==> src/logic/rsrm_pkg.sv <==
// constants and types of the reset source and remap block
// Function
// remap bit set: bottom of address space, from zero, decodes to sram
// every reset clears the remap bit, bringing flash back to zero
// software writes zeros to remap control bits 7 to 1
// software changes remap only from code at the absolute flash address
// the reset handler lives in flash, present at the vector after reset
// four sources recorded: pin, power-on, watchdog, software
// external pin reset sets status bit 3
// writing one to status bit 2 causes software reset; bit stays set
// watchdog timeout reset sets status bit 1
// power-on reset sets status bit 0
// status bits 7 to 4 always read as zero
// write-only clear register: each one written clears that status bit
// clear write leaving software flag set triggers another software reset
// a reset after serial-link download marks sram contents invalid
// with low voltage flagging on, sram survives power-on only if flag set
// source flags are sticky across resets until cleared by software
`default_nettype none
package rsrm_pkg;

  localparam logic [31:0] ADDR_REMAP  = 32'hFFFF0220;
  localparam logic [31:0] ADDR_STATUS = 32'hFFFF0230;
  localparam logic [31:0] ADDR_CLEAR  = 32'hFFFF0234;

  localparam int REMAP_BIT = 0;
  localparam int ST_POR    = 0;
  localparam int ST_WDT    = 1;
  localparam int ST_SW     = 2;
  localparam int ST_EXT    = 3;
  localparam int CFG_LVF_EN = 2;
  localparam int STA_LVF    = 6;

  localparam logic [7:0] STATUS_USED  = 8'h0F;
  localparam logic       REMAP_RESET  = 1'b0;
  localparam logic [7:0] STATUS_RESET = 8'h01;

  localparam logic [31:0] LOW_REGION_BYTES = 32'h00007800;

  localparam int CLK_PERIOD_NS  = 5;
  localparam int RESET_HOLD_NS  = 80;
  localparam logic [7:0] RESET_HOLD_CYCLES =
    8'((RESET_HOLD_NS + CLK_PERIOD_NS - 1) / CLK_PERIOD_NS);

  typedef struct packed {
    logic        rd;
    logic        wr;
    logic [31:0] addr;
    logic [7:0]  wdata;
  } rsrm_req_type;

  typedef struct packed {
    logic       rvalid;
    logic [7:0] rdata;
  } rsrm_rsp_type;

  typedef enum logic [1:0] {
    RSRM_RUN  = 2'b01,
    RSRM_HOLD = 2'b10
  } rsrm_state_type;

endpackage
`default_nettype wire

==> src/logic/rsrm_top.sv <==
// reset source capture, software reset and memory remap control
`default_nettype none
module rsrm_top (
  // clock and power-on reset
  input  wire logic              clk,
  input  wire logic              rst_n,
  // memory-mapped register port
  input  wire rsrm_pkg::rsrm_req_type req,
  output var  rsrm_pkg::rsrm_rsp_type rsp,
  // reset event inputs and download status
  input  wire logic              ext_pin_reset,
  input  wire logic              watchdog_timeout,
  input  wire logic              download_done,
  // high voltage interface levels
  input  wire logic [7:0]        high_voltage_config,
  input  wire logic [7:0]        high_voltage_status,
  // core address decode
  input  wire logic [31:0]       core_addr,
  output logic                   sel_low_sram,
  output logic                   sel_low_flash,
  // system outputs
  output logic                   system_reset_n,
  output logic                   remap_sram,
  output logic                   sram_valid
);

  // reset release through two flops
  logic                     rst_meta_n;
  logic                     rst_sync_n;

  always_ff @(posedge clk or negedge rst_n) begin
    if (!rst_n) begin
      rst_meta_n <= 1'b0;
      rst_sync_n <= 1'b0;
    end else begin
      rst_meta_n <= 1'b1;
      rst_sync_n <= rst_meta_n;
    end
  end

  // sequencing state and source flags, read by the decode below
  rsrm_pkg::rsrm_state_type state;
  rsrm_pkg::rsrm_state_type next_state;
  logic [7:0]               hold_count;
  logic [7:0]               status;

  // register decode
  logic                     bus_open;
  logic                     wr_remap;
  logic                     wr_status;
  logic                     wr_clear;
  logic                     rd_hit_remap;
  logic                     rd_hit_status;
  logic                     hit_clear;

  rsrm_addr_hit #(
    .ADDR (rsrm_pkg::ADDR_REMAP)
  ) hit_remap_i (
    .addr (req.addr),
    .hit  (rd_hit_remap)
  );

  rsrm_addr_hit #(
    .ADDR (rsrm_pkg::ADDR_STATUS)
  ) hit_status_i (
    .addr (req.addr),
    .hit  (rd_hit_status)
  );

  rsrm_addr_hit #(
    .ADDR (rsrm_pkg::ADDR_CLEAR)
  ) hit_clear_i (
    .addr (req.addr),
    .hit  (hit_clear)
  );

  // the core sits in reset during the hold, so its port is closed then
  assign bus_open      = (state == rsrm_pkg::RSRM_RUN);
  assign wr_remap      = bus_open && req.wr && rd_hit_remap;
  assign wr_status     = bus_open && req.wr && rd_hit_status;
  assign wr_clear      = bus_open && req.wr && hit_clear;

  // software reset requests
  logic                     sw_by_status;
  logic                     sw_by_clear;
  logic                     sw_reset;

  assign sw_by_status = wr_status && req.wdata[rsrm_pkg::ST_SW];
  // a clear that leaves the software flag standing resets again
  assign sw_by_clear  = wr_clear && status[rsrm_pkg::ST_SW]
                        && !req.wdata[rsrm_pkg::ST_SW];
  assign sw_reset     = sw_by_status || sw_by_clear;

  // reset events that restart the system
  logic                     any_event;

  assign any_event = ext_pin_reset || watchdog_timeout || sw_reset;

  // reset sequencing
  always_comb begin
    next_state = state;
    case (state)
      rsrm_pkg::RSRM_RUN: begin
        if (any_event) begin
          next_state = rsrm_pkg::RSRM_HOLD;
        end
      end
      rsrm_pkg::RSRM_HOLD: begin
        if (!any_event && hold_count == 8'h01) begin
          next_state = rsrm_pkg::RSRM_RUN;
        end
      end
      default: begin
        next_state = rsrm_pkg::RSRM_HOLD;
      end
    endcase
  end

  // power-on enters the hold so the system sees a full reset pulse
  always_ff @(posedge clk or negedge rst_sync_n) begin
    if (!rst_sync_n) begin
      state <= rsrm_pkg::RSRM_HOLD;
    end else begin
      state <= next_state;
    end
  end

  // a new event during the hold restarts the count
  always_ff @(posedge clk or negedge rst_sync_n) begin
    if (!rst_sync_n) begin
      hold_count <= rsrm_pkg::RESET_HOLD_CYCLES;
    end else if (any_event) begin
      hold_count <= rsrm_pkg::RESET_HOLD_CYCLES;
    end else if (state == rsrm_pkg::RSRM_HOLD && hold_count != 8'h00) begin
      hold_count <= hold_count - 8'h01;
    end
  end

  always_ff @(posedge clk or negedge rst_sync_n) begin
    if (!rst_sync_n) begin
      system_reset_n <= 1'b0;
    end else begin
      system_reset_n <= (next_state == rsrm_pkg::RSRM_RUN);
    end
  end

  // reset source flags
  logic [7:0]               set_bits;
  logic [7:0]               clr_bits;

  always_comb begin
    set_bits = 8'h00;
    set_bits[rsrm_pkg::ST_EXT] = ext_pin_reset;
    set_bits[rsrm_pkg::ST_WDT] = watchdog_timeout;
    set_bits[rsrm_pkg::ST_SW]  = sw_by_status;
  end

  assign clr_bits = wr_clear ? req.wdata : 8'h00;

  // status survives every reset but power-on; a set beats a clear
  rsrm_flag #(
    .RESET_VALUE (rsrm_pkg::STATUS_RESET[rsrm_pkg::ST_POR])
  ) flag_por_i (
    .clk   (clk),
    .rst_n (rst_sync_n),
    .set   (set_bits[rsrm_pkg::ST_POR]),
    .clear (clr_bits[rsrm_pkg::ST_POR]),
    .flag  (status[rsrm_pkg::ST_POR])
  );

  rsrm_flag #(
    .RESET_VALUE (rsrm_pkg::STATUS_RESET[rsrm_pkg::ST_WDT])
  ) flag_wdt_i (
    .clk   (clk),
    .rst_n (rst_sync_n),
    .set   (set_bits[rsrm_pkg::ST_WDT]),
    .clear (clr_bits[rsrm_pkg::ST_WDT]),
    .flag  (status[rsrm_pkg::ST_WDT])
  );

  rsrm_flag #(
    .RESET_VALUE (rsrm_pkg::STATUS_RESET[rsrm_pkg::ST_SW])
  ) flag_sw_i (
    .clk   (clk),
    .rst_n (rst_sync_n),
    .set   (set_bits[rsrm_pkg::ST_SW]),
    .clear (clr_bits[rsrm_pkg::ST_SW]),
    .flag  (status[rsrm_pkg::ST_SW])
  );

  rsrm_flag #(
    .RESET_VALUE (rsrm_pkg::STATUS_RESET[rsrm_pkg::ST_EXT])
  ) flag_ext_i (
    .clk   (clk),
    .rst_n (rst_sync_n),
    .set   (set_bits[rsrm_pkg::ST_EXT]),
    .clear (clr_bits[rsrm_pkg::ST_EXT]),
    .flag  (status[rsrm_pkg::ST_EXT])
  );

  assign status[7:4] = 4'h0;

  // remap control
  always_ff @(posedge clk or negedge rst_sync_n) begin
    if (!rst_sync_n) begin
      remap_sram <= rsrm_pkg::REMAP_RESET;
    end else if (any_event || state == rsrm_pkg::RSRM_HOLD) begin
      remap_sram <= rsrm_pkg::REMAP_RESET;
    end else if (wr_remap) begin
      remap_sram <= req.wdata[rsrm_pkg::REMAP_BIT];
    end
  end

  // low region decode; software must run from absolute flash to switch
  logic                     low_region;

  assign low_region    = core_addr < rsrm_pkg::LOW_REGION_BYTES;
  assign sel_low_sram  = low_region && remap_sram;
  assign sel_low_flash = low_region && !remap_sram;

  // sram validity
  logic                     por_pending;
  logic                     lvf_enabled;
  logic                     lvf_kept;

  assign lvf_enabled = high_voltage_config[rsrm_pkg::CFG_LVF_EN];
  assign lvf_kept    = high_voltage_status[rsrm_pkg::STA_LVF];

  // levels are caught on the first edge after release, not by the reset
  always_ff @(posedge clk or negedge rst_sync_n) begin
    if (!rst_sync_n) begin
      por_pending <= 1'b1;
    end else begin
      por_pending <= 1'b0;
    end
  end

  always_ff @(posedge clk or negedge rst_sync_n) begin
    if (!rst_sync_n) begin
      sram_valid <= 1'b0;
    end else if (por_pending) begin
      sram_valid <= lvf_enabled && lvf_kept;
    end else if (any_event) begin
      sram_valid <= !download_done;
    end
  end

  // read path; clear register and unmapped addresses read zero
  logic [7:0]               next_rdata;

  always_comb begin
    next_rdata = 8'h00;
    if (rd_hit_remap) begin
      next_rdata[rsrm_pkg::REMAP_BIT] = remap_sram;
    end else if (rd_hit_status) begin
      next_rdata = status & rsrm_pkg::STATUS_USED;
    end
  end

  always_ff @(posedge clk or negedge rst_sync_n) begin
    if (!rst_sync_n) begin
      rsp <= '0;
    end else begin
      rsp.rvalid <= req.rd && bus_open;
      rsp.rdata  <= (req.rd && bus_open) ? next_rdata : 8'h00;
    end
  end

endmodule

// one sticky status flag; a set beats a clear in the same cycle
module rsrm_flag #(
  parameter logic RESET_VALUE = 1'b0
) (
  // clock and synchronised reset
  input  wire logic clk,
  input  wire logic rst_n,
  // flag control
  input  wire logic set,
  input  wire logic clear,
  // stored flag
  output logic      flag
);

  always_ff @(posedge clk or negedge rst_n) begin
    if (!rst_n) begin
      flag <= RESET_VALUE;
    end else if (set) begin
      flag <= 1'b1;
    end else if (clear) begin
      flag <= 1'b0;
    end
  end

endmodule

// exact match of the core's byte address against one register
module rsrm_addr_hit #(
  parameter logic [31:0] ADDR = 32'h00000000
) (
  // core address
  input  wire logic [31:0] addr,
  // match
  output logic             hit
);

  assign hit = (addr == ADDR);

endmodule
`default_nettype wire

==> config.mk <==
export PLATFORM = sky130hd
export DESIGN_NAME = rsrm_top
export DESIGN_NICKNAME = d
export VERILOG_FILES = /design/src/logic/rsrm_pkg.sv /design/src/logic/rsrm_top.sv
export SDC_FILE = /design/constraint.sdc
export NUM_CORES = 1
export LEC_CHECK = 0
export ABC_AREA = 1
export BUFFER_PORTS_ARGS = -buffer_cell sky130_fd_sc_hd__buf_4
export CELL_PAD_IN_SITES_DETAIL_PLACEMENT = 1
export CELL_PAD_IN_SITES_GLOBAL_PLACEMENT = 2
export CORE_MARGIN = 2
export CORE_UTILIZATION = 19
export CTS_BUF_LIST = sky130_fd_sc_hd__clkbuf_2 sky130_fd_sc_hd__clkbuf_4 sky130_fd_sc_hd__clkbuf_8
export DETAILED_ROUTE_END_ITERATION = 16
export GPL_ROUTABILITY_DRIVEN = 1
export GPL_TIMING_DRIVEN = 0
export HOLD_SLACK_MARGIN = 0.1
export PLACE_DENSITY_LB_ADDON = 0.1
export REMOVE_ABC_BUFFERS = 1
export SLEW_MARGIN = 0
export SYNTH_ARGS = -nofsm -noshare
export SYNTH_HDL_FRONTEND = slang
export SYNTH_SLANG_ARGS = --single-unit
export TNS_END_PERCENT = 10
==> constraint.sdc <==
create_clock -name clk -period 0.8 [get_ports clk]
set_input_delay 0.08 -clock clk [delete_from_list [all_inputs] [get_ports clk]]
set_output_delay 0.08 -clock clk [all_outputs]
set_load 0.05 [all_outputs]
==> run summary, run 1 <==
The cell depth of the worst flop-to-flop path came out at 9. The register bit total from synthesis is 25. The reg-to-reg critical path endpoint is hold_count[7]. Setup repair after global routing could not meet its margin everywhere.

The number of design-rule violations left by the first detailed-router iteration is 27. The aggregate global-route resource usage came out at 11.2%. The first TritonRoute pass finished after 4 iterations. Cell internal power was estimated by the tool at 2.49 mW. The number of distinct library cells after synthesis is 35.

The most critical setup path has its startpoint at state[1]. The combinational share of power came out at 40.3%. The first global-routing pass estimated 7960 um of wire. The number of global-route vias before repair is 1717. Summed over all layers, the global routing overflow is 0. The worst hold path belongs to the class primary input to register. The checks that failed: negative setup slack.

The pre-CTS setup slack is -1090 ps. The power share of the clock group is 20.6%. The core region area came out at 8130 um2. The overall power consumption came out at 3.81 mW. The pin count of the biggest net entering global routing came out at 24. In this run the tightest slew margin relative to its limit is 63.7%. Power spread over the standard cell area amounts to 1470 nW/um2.

The number of endpoints failing setup at the final stage is 32. The count of buffers added on input and output ports is 75. The max-cap violation count came out at 0. The final clock skew is 7.21 ps. The startpoint-to-endpoint class of the critical path is register to register. In this run the horizontal extent of the chip is 95.3 um.

The required time of the critical path came out at 1010 ps. The antenna cell count came out at 0. The floorplan row count came out at 33.

The initial antenna violation count was 0. The clock root buffer master is sky130_fd_sc_hd__clkbuf_8. The area enclosed by the die boundary came out at 9090 um2. The critical path ends at hold_count[7]. The start of the worst register-to-register path is state[1]. The die is 95.3 um tall. Once detail routing completed, the nets flagged for antenna violations numbered 0. The final layout contains 395 nets.

The leakage power is 1.27 nW. The wire-length estimate of the detail-placed layout is 3740 um. The number of vias in the routed layout came out at 1593. Of the cells placed in the final design, the portion with a size suffix greater than 1 is 47.8%. The portion of total power attributed to sequential cells came out at 39.1%. The later-pin clock latency in the skew report came out at 270 ps.

Data arrives at the worst endpoint at 1920 ps. The run finished, with violations left. The synthesized instance count is 200. The detail-routed net length per standard cell is 11.5 um. The number of clock sinks came out at 25. The endpoint type of the worst setup path is a register. The fraction of the cycle the final worst path needs is 214%.

The post-route minimum period came out at 1710 ps. The routed wire length came out at 4620 um. The final estimated routing congestion in global placement came out at 0.681.

The final setup slack of the worst path is -910 ps. The proportion of total power due to net switching came out at 34.7%. The top-level I/O count came out at 109. The number of buffers created by CTS is 3. TritonCTS built the clock tree. The layout overhead on the synthesized area came out at 64.0%. For this design, the CTS-stage hold fixing added 7 buffers.

The number of max-slew violations in the final report is 0. For this configuration, the core starts out at a cell density of 19.5%. The mean area per synthesized cell came out at 7.93 um2. The clock transition at the registers of the reported paths is 90 ps. The CTS H-tree depth came out at 1. After synthesis the cells add up to 1590 um2. The highest clock frequency the design can meet is 585 MHz. The ratio of routed vias to standard cells came out at 3.98.

The transition time of the tightest slew-check pin is 544 ps. The worst ir drop on vdd came out at 0.513 mV. The maximum root-to-sink buffer count came out at 2.

For this design the total switching power over the nets is 1.32 mW. Across all register-to-register paths, the minimum setup slack is -910 ps. The largest fanout on the critical path is 4. The fraction of the yosys area taken by sequential cells came out at 39.8%. In the routed design, unresolved DRC markers number 0.

Yosys printed 0 warnings. The worst setup path is launched from a register. The final hold violation count was 0.
[worst min-delay path by stage]
| stage | startpoint | end | depth (start not counted) |
|---|---|---|---|
| 2_1_floorplan | rst_n | rst_meta_n | 0 |
| 3_3_place_gp | rst_n | rst_meta_n | 1 |
| 3_5_place_dp | rst_n | rst_meta_n | 1 |
| 4_1_cts | req[41] | rsp[8] | 3 |
| 5_1_grt | req[41] | rsp[1] | 3 |
| 6_report | req[41] | rsp[8] | 3 |
[synth_stat cells]
cell	number	area (um2)
sky130_fd_sc_hd__conb_1	2	7.51
sky130_fd_sc_hd__nand3b_1	3	22.5
sky130_fd_sc_hd__nor3_1	3	15.0
sky130_fd_sc_hd__nor2_2	3	18.8
sky130_fd_sc_hd__nand2_2	5	31.3
sky130_fd_sc_hd__o21ai_2	2	17.5
sky130_fd_sc_hd__inv_6	1	8.76
sky130_fd_sc_hd__nor3_2	2	20.0
sky130_fd_sc_hd__nand4_1	7	43.8
sky130_fd_sc_hd__nand2_4	1	11.3
sky130_fd_sc_hd__o211ai_1	2	15.0
sky130_fd_sc_hd__nor4_1	3	18.8
sky130_fd_sc_hd__a21oi_2	2	17.5
sky130_fd_sc_hd__dfrtp_1	21	526
sky130_fd_sc_hd__nand3_1	9	45.0
sky130_fd_sc_hd__nor2_1	25	93.8
sky130_fd_sc_hd__and3b_1	1	8.76
sky130_fd_sc_hd__and2_1	1	6.26
sky130_fd_sc_hd__nand3_4	2	35.0
sky130_fd_sc_hd__a21oi_1	2	10.0
sky130_fd_sc_hd__ha_1	4	50.1
sky130_fd_sc_hd__nor2_4	2	22.5
sky130_fd_sc_hd__dfstp_2	4	105
sky130_fd_sc_hd__xor2_1	3	26.3
sky130_fd_sc_hd__clkinv_4	1	8.76
sky130_fd_sc_hd__o21ai_1	1	5.00
sky130_fd_sc_hd__inv_1	32	120
sky130_fd_sc_hd__o21ai_0	2	10.0
sky130_fd_sc_hd__nor2_8	1	20.0
sky130_fd_sc_hd__buf_4	4	30.0
sky130_fd_sc_hd__a21o_1	2	15.0
sky130_fd_sc_hd__inv_2	4	15.0
sky130_fd_sc_hd__nand2_1	38	143
sky130_fd_sc_hd__nand3_2	2	20.0
sky130_fd_sc_hd__nor3b_1	3	22.5
[critical path, stage by stage, from the launching register on]
cell and delay (ps):
sky130_fd_sc_hd__dfstp_2 550, sky130_fd_sc_hd__buf_4 110, sky130_fd_sc_hd__ha_2 200, sky130_fd_sc_hd__inv_2 70
sky130_fd_sc_hd__a21oi_4 160, sky130_fd_sc_hd__nand2_2 120, sky130_fd_sc_hd__nor3_4 190, sky130_fd_sc_hd__buf_4 150
sky130_fd_sc_hd__o21ai_2 50, sky130_fd_sc_hd__inv_2 40
[area by class of cell]
type | instances | area (um2)
Fill cell | 971 | 5530
Inverter | 38 | 153
Timing Repair Buffer | 91 | 742
Sequential cell | 25 | 632
Tap cell | 105 | 131
Multi-Input combinational cell | 137 | 893
Clock buffer | 4 | 48.8
[what timing repair did]
action | 4_1_cts | 5_1_grt
pin swaps | 9 | 11
setup endpoints to repair | 55 | 55
hold endpoints to repair | 8 | 2
cloned | 0 | 0
setup buffers | 5 | 4
resized for setup | 22 | 19
[logic make-up (layout without fill, tap and decap cells)]
group / Yosys count / count (layout) / synth area share [%]
AO/OA/AOI/OAI: 13 / 13 / 5.68
AND/OR/NAND/NOR: 111 / 111 / 37.7
buffers and inverters: 42 / 133 / 11.5
adder cells (fa/ha/maj): 4 / 4 / 3.16
other: 2 / 6 / 0.474
flip-flops: 25 / 25 / 39.8
XOR/XNOR: 3 / 3 / 1.66
[per-stage QoR]
step                utilization (%)  cells  hold slack [ps]  TNS [ps]  instance area, um2
detailed placement             27.8    380             -136    -27230                2260
CTS                            30.8    396             40.5    -25270                2510
finish                         32.0    400             47.9    -16690                2600
floorplan                         -    200             -216    -14930                1570
global placement               27.8    380             -137    -26520                2260
global route                   32.0    400             67.5    -19550                2600
[routing by layer]
layer	wire length (um)	global-route usage, %
met5	0	0
met4	40	2.54
met3	261	2.61
met2	2360	20.2
met1	1950	13.5
[cells in the final DEF (no fill, tap or decap), types with 3 or more instances in the layout]
cell type,netlist,routed
sky130_fd_sc_hd__nand3b_1,3,3
sky130_fd_sc_hd__dfstp_2,4,4
sky130_fd_sc_hd__xor2_1,3,3
sky130_fd_sc_hd__nor2_1,25,17
sky130_fd_sc_hd__nand4_1,7,7
sky130_fd_sc_hd__nor3_1,3,3
sky130_fd_sc_hd__nand3_1,9,8
sky130_fd_sc_hd__buf_6,0,11
sky130_fd_sc_hd__nand3_2,2,3
sky130_fd_sc_hd__dfrtp_1,21,20
sky130_fd_sc_hd__dlygate4sd3_1,0,7
sky130_fd_sc_hd__nand2_4,1,3
sky130_fd_sc_hd__nor2_4,2,3
sky130_fd_sc_hd__nor2_2,3,10
sky130_fd_sc_hd__clkbuf_8,0,3
sky130_fd_sc_hd__nand2_2,5,7
sky130_fd_sc_hd__nand2_1,38,34
sky130_fd_sc_hd__conb_1,2,6
sky130_fd_sc_hd__buf_4,4,73
sky130_fd_sc_hd__inv_1,32,29
sky130_fd_sc_hd__inv_2,4,7
[state kept, by name (all words and copies together), names as in the netlist]
signal and flops:
flag_ext_i.flag 1, flag_por_i.flag 1, flag_sw_i.flag 1, flag_wdt_i.flag 1, hold_count 8, por_pending 1, remap_sram 1, rsp 5
rst_meta_n 1, rst_sync_n 1, sram_valid 1, state 2, system_reset_n 1
[power groups by stage]
| stage | clock network [mW] | logic, mW | registers, mW |
|---|---|---|---|
| after floorplan | 0 | 0.716 | 1.51 |
| after global placement | 0 | 1.15 | 1.52 |
| after detailed placement | 0 | 1.14 | 1.52 |
| after CTS | 0.862 | 1.31 | 1.50 |
| after global routing | 0.895 | 1.72 | 1.51 |
| final | 0.787 | 1.54 | 1.49 |
Note: power is estimated with default switching activity, not from simulation.
==> run 2, diff against run 1 <==
--- a/config.mk
+++ b/config.mk
@@ -5,12 +5,12 @@
 export SDC_FILE = /design/constraint.sdc
 export NUM_CORES = 1
 export LEC_CHECK = 0
-export ABC_AREA = 1
+export ABC_AREA = 0
 export BUFFER_PORTS_ARGS = -buffer_cell sky130_fd_sc_hd__buf_4
 export CELL_PAD_IN_SITES_DETAIL_PLACEMENT = 1
 export CELL_PAD_IN_SITES_GLOBAL_PLACEMENT = 2
 export CORE_MARGIN = 2
-export CORE_UTILIZATION = 19
+export CORE_UTILIZATION = 20
 export CTS_BUF_LIST = sky130_fd_sc_hd__clkbuf_2 sky130_fd_sc_hd__clkbuf_4 sky130_fd_sc_hd__clkbuf_8
 export DETAILED_ROUTE_END_ITERATION = 16
 export GPL_ROUTABILITY_DRIVEN = 1
@@ -21,5 +21,6 @@
 export SLEW_MARGIN = 0
 export SYNTH_ARGS = -nofsm -noshare
 export SYNTH_HDL_FRONTEND = slang
+export SYNTH_HIERARCHICAL = 1
 export SYNTH_SLANG_ARGS = --single-unit
 export TNS_END_PERCENT = 10
==> run 2 against run 1 <==
The flow still finishes with violations (negative setup slack); power up 8.8%; register-to-register slack got worse by 100 ps; via count up 1.6%; count of clock-buffer cells in the layout is 1 lower; synthesized cell count decreased by 21%; final area grew 2.8%; global-route usage rose by 1.4 points; largest cell class unchanged.
==> run summary, run 2 <==
The flow ran to the end, but the final reports show violations. The checks that failed: negative setup slack. The most instantiated library cell after synthesis is sky130_fd_sc_hd__dfrtp_1.

The worst ir drop on vdd is 1.06 mV. The fraction of the mapped netlist area in compound gates came out at 7.00%. Across the routed clock network, the largest skew measured is 2.99 ps.

In this run the tightest slew margin relative to its limit is 66.2%. The pin count of the biggest net entering global routing is 24. The routed layout has 1618 vias.

The proportion of total power due to net switching came out at 34.4%. The core region area is 7290 um2. Setup violations remaining at the end of the flow were counted as 32. The synthesized instance count came out at 159.

By area, the combinational part of the netlist is dominated by simple AND/OR/NAND/NOR gates. The top-level I/O count is 109. The commonest cells after synthesis are sky130_fd_sc_hd__dfrtp_1, sky130_fd_sc_hd__nand4_1, sky130_fd_sc_hd__nor2_1.

The later-pin clock latency in the skew report is 270 ps. The largest register by flop count is hold_count. The detail-routed net length per standard cell is 13.5 um. sky130_fd_sc_hd__dfrtp_1 takes more of the synthesized area than any other cell. The number of iterations in the first detailed-routing pass came out at 4. The number of remaining DRC errors came out at 0. The initial antenna violation count is 0. The multiplexer share of the synthesized area came out at 0.658%.

The worst hold path stage count came out at 3. The share of layout cells above drive strength 1 is 51.9%. After filler insertion, the fill cell instance count of the layout stands at 883. The HPWL after detailed placement came out at 3600 um.

The number of nets in the final layout is 369. The area growth from synthesis to layout is 75.9%. Routability-driven placement finished with a final weighted congestion of 0.693. The ratio of routed vias to standard cells is 4.41. The adder-cell share of the synthesized area came out at 4.12%.

Sequential cells were found to cover 41.5% of the synthesized design area. The transition time of the tightest slew-check pin came out at 508 ps. The fraction of the cycle the final worst path needs is 226%.

Input and output buffers added on the ports amount to 75. The post-route minimum period came out at 1810 ps. The chip height came out at 91.2 um.

The highest clock frequency the design can meet came out at 552 MHz. The top cell types in the final layout, fill and taps aside, are sky130_fd_sc_hd__buf_4, sky130_fd_sc_hd__dfrtp_1, sky130_fd_sc_hd__nand4_1. The number of instances in the placed design came out at 333.

After synthesis the netlist holds a flip-flop and latch count of 25. After layout, the design draws a total of 4.15 mW. The overflow left after global routing is 0.

The initial core utilization came out at 20.8%. The library cell used most frequently in the layout, excluding fill and tap cells, is sky130_fd_sc_hd__buf_4. The non-filler instance count after layout came out at 367. The maximum root-to-sink buffer count came out at 2. The predominant post-synthesis flop cell is sky130_fd_sc_hd__dfrtp_1.

The number of global-route vias before repair came to 1755. By area the synthesized netlist is led by sky130_fd_sc_hd__dfrtp_1, sky130_fd_sc_hd__nand4_1, sky130_fd_sc_hd__dfstp_2, sky130_fd_sc_hd__ha_1, sky130_fd_sc_hd__nor2_1. The tree built by TritonCTS fans out to 25 sinks.

The floorplan row count came out at 31. The worst setup path is captured at a register. The required time of the critical path is 990 ps.

The clock transition at the registers of the reported paths is 90 ps. The aggregate global-route resource usage came out at 12.7%. The net switching power of the design came out at 1.43 mW.

The worst register-to-register path has a depth of 9. The power per cell area is 1550 nW/um2. The number of max-slew violations in the final report is 0.

The tool flagged a number of max-cap violations equal to 0. The worst endpoint data arrival time came out at 2000 ps. The type of origin of the critical path is a register. The post-synthesis share of cell area spent on xor and xnor gates came out at 3.46%. The synthesized netlist contains 39 unique library cells.

The internal power of the cells totals 2.72 mW. The number of enable-type register cells in the synthesized netlist came out at 0. The largest fanout on the critical path is 5. The TritonCTS clock tree is yes. The post-synthesis instance area came out at 1520 um2. In this run, the combinational gates consume 43.7% of the power. The post-synthesis async set-or-reset flop share is 100%. The mean area per synthesized cell is 9.56 um2. The area enclosed by the die boundary is 8310 um2.

Summed over all layers, the routed wires come to 4970 um. Sequential cells burn 37.4% of the power. Setup repair after global routing could not meet its margin everywhere.

The kind of path behind the tightest hold check is primary input to register. The tree is rooted in a sky130_fd_sc_hd__clkbuf_8. The register with the most flip-flops in the layout has 8 of them.

The number of buffers created by CTS is 3. OpenSTA, run right after detailed placement, puts the worst setup slack at -2120 ps. The antenna cell count is 0. The setup slack of the most critical reg-to-reg path came out at -1010 ps.

The final setup slack of the worst path came out at -1010 ps. The area share of the largest cell type after synthesis is 34.6%. The final hold violation count came out at 0. For this block, the initial DRC count from the detailed router was 51.

From left edge to right edge, the die measures 91.2 um. The simple logic cell fraction of the synthesized area is 37.5%. The critical path in this run is classified as register to register.

The final antenna-violating net count is 0. The CTS H-tree depth came out at 1. The power share of the clock group came out at 18.9%. The largest registers in the layout are hold_count x8, rsp x5, state x2.

The leakage power came out at 1.22 nW. The number of warnings reported in the yosys synthesis log came out at 6. The global-route wire length before repair came out at 8580 um.
[run 2: timing repair]
action	4_1_cts	5_1_grt
endpoints found under the hold margin	7	3
setup endpoints to repair	55	32
gates resized for setup	37	8
hold buffers	5	1
pin swaps	16	10
setup buffers	22	4
[run 2: critical path, stage by stage, from the launching register on]
cell                       delay [ps]
sky130_fd_sc_hd__dfstp_2          550
sky130_fd_sc_hd__inv_2             40
sky130_fd_sc_hd__ha_4             160
sky130_fd_sc_hd__nand4_1          100
sky130_fd_sc_hd__o211ai_1         110
sky130_fd_sc_hd__buf_4            170
sky130_fd_sc_hd__buf_6            110
sky130_fd_sc_hd__o21ai_2           90
sky130_fd_sc_hd__nand3b_1         110
sky130_fd_sc_hd__nor4_2           270
[run 2: worst paths after layout]
| path | start | to |
|---|---|---|
| max | state[1] | system_reset_n |
| min | req[41] | rsp[8] |
| max reg2reg | state[1] | system_reset_n |
| min reg2reg | rst_sync_n | hold_count[6] |
| max in group asynchronous | rst_sync_n | remap_sram |
| min in group asynchronous | rst_n | rst_sync_n |
[run 2: area by class of cell]
| type | count | area, um2 | share of cell area [%] |
|---|---|---|---|
| clock buffers | 3 | 41.3 | 1.54 |
| clock inverters | 1 | 7.51 | 0.281 |
| inverters | 12 | 45.0 | 1.68 |
| multi-input cells | 122 | 967 | 36.2 |
| flip-flops and latches | 25 | 633 | 23.7 |
| well taps | 99 | 124 | 4.63 |
| repair buffers | 105 | 856 | 32.0 |
[run 2: per-stage QoR]
stage	area [um2]	util, %	hold WS, ps	TNS (ps)
after global routing	2670	36.7	39.5	-21130
after detailed placement	2190	30.0	-136	-39210
after floorplan	1500	-	-216	-20720
after global placement	2190	30.0	-135	-38790
final	2670	36.7	38.7	-18520
after CTS	2610	35.8	-10.8	-17840
[run 2: layer usage]
metal  global-route usage (%)  share of wire (%)  up-vias
met5                        0                  0        -
met3                     3.07                5.5        2
met1                     16.1                 44      774
li1                         -                  -      790
met4                     1.26               0.46        0
met2                     22.6                 50       52
[run 2: power groups by stage]
stage	combinational, mW	sequential (mW)	clock [mW]
5_1_grt	2.03	1.58	0.876
3_5_place_dp	1.25	1.59	0
2_1_floorplan	0.797	1.56	0
6_report	1.81	1.55	0.785
4_1_cts	1.73	1.55	0.818
3_3_place_gp	1.24	1.59	0
[run 2: cell families after synthesis]
group | Yosys count
AO/OA/AOI/OAI | 14
XOR/XNOR | 6
adder cells (fa/ha/maj) | 5
buffers and inverters | 17
flip-flops | 25
multiplexers | 1
other | 2
AND/OR/NAND/NOR | 89
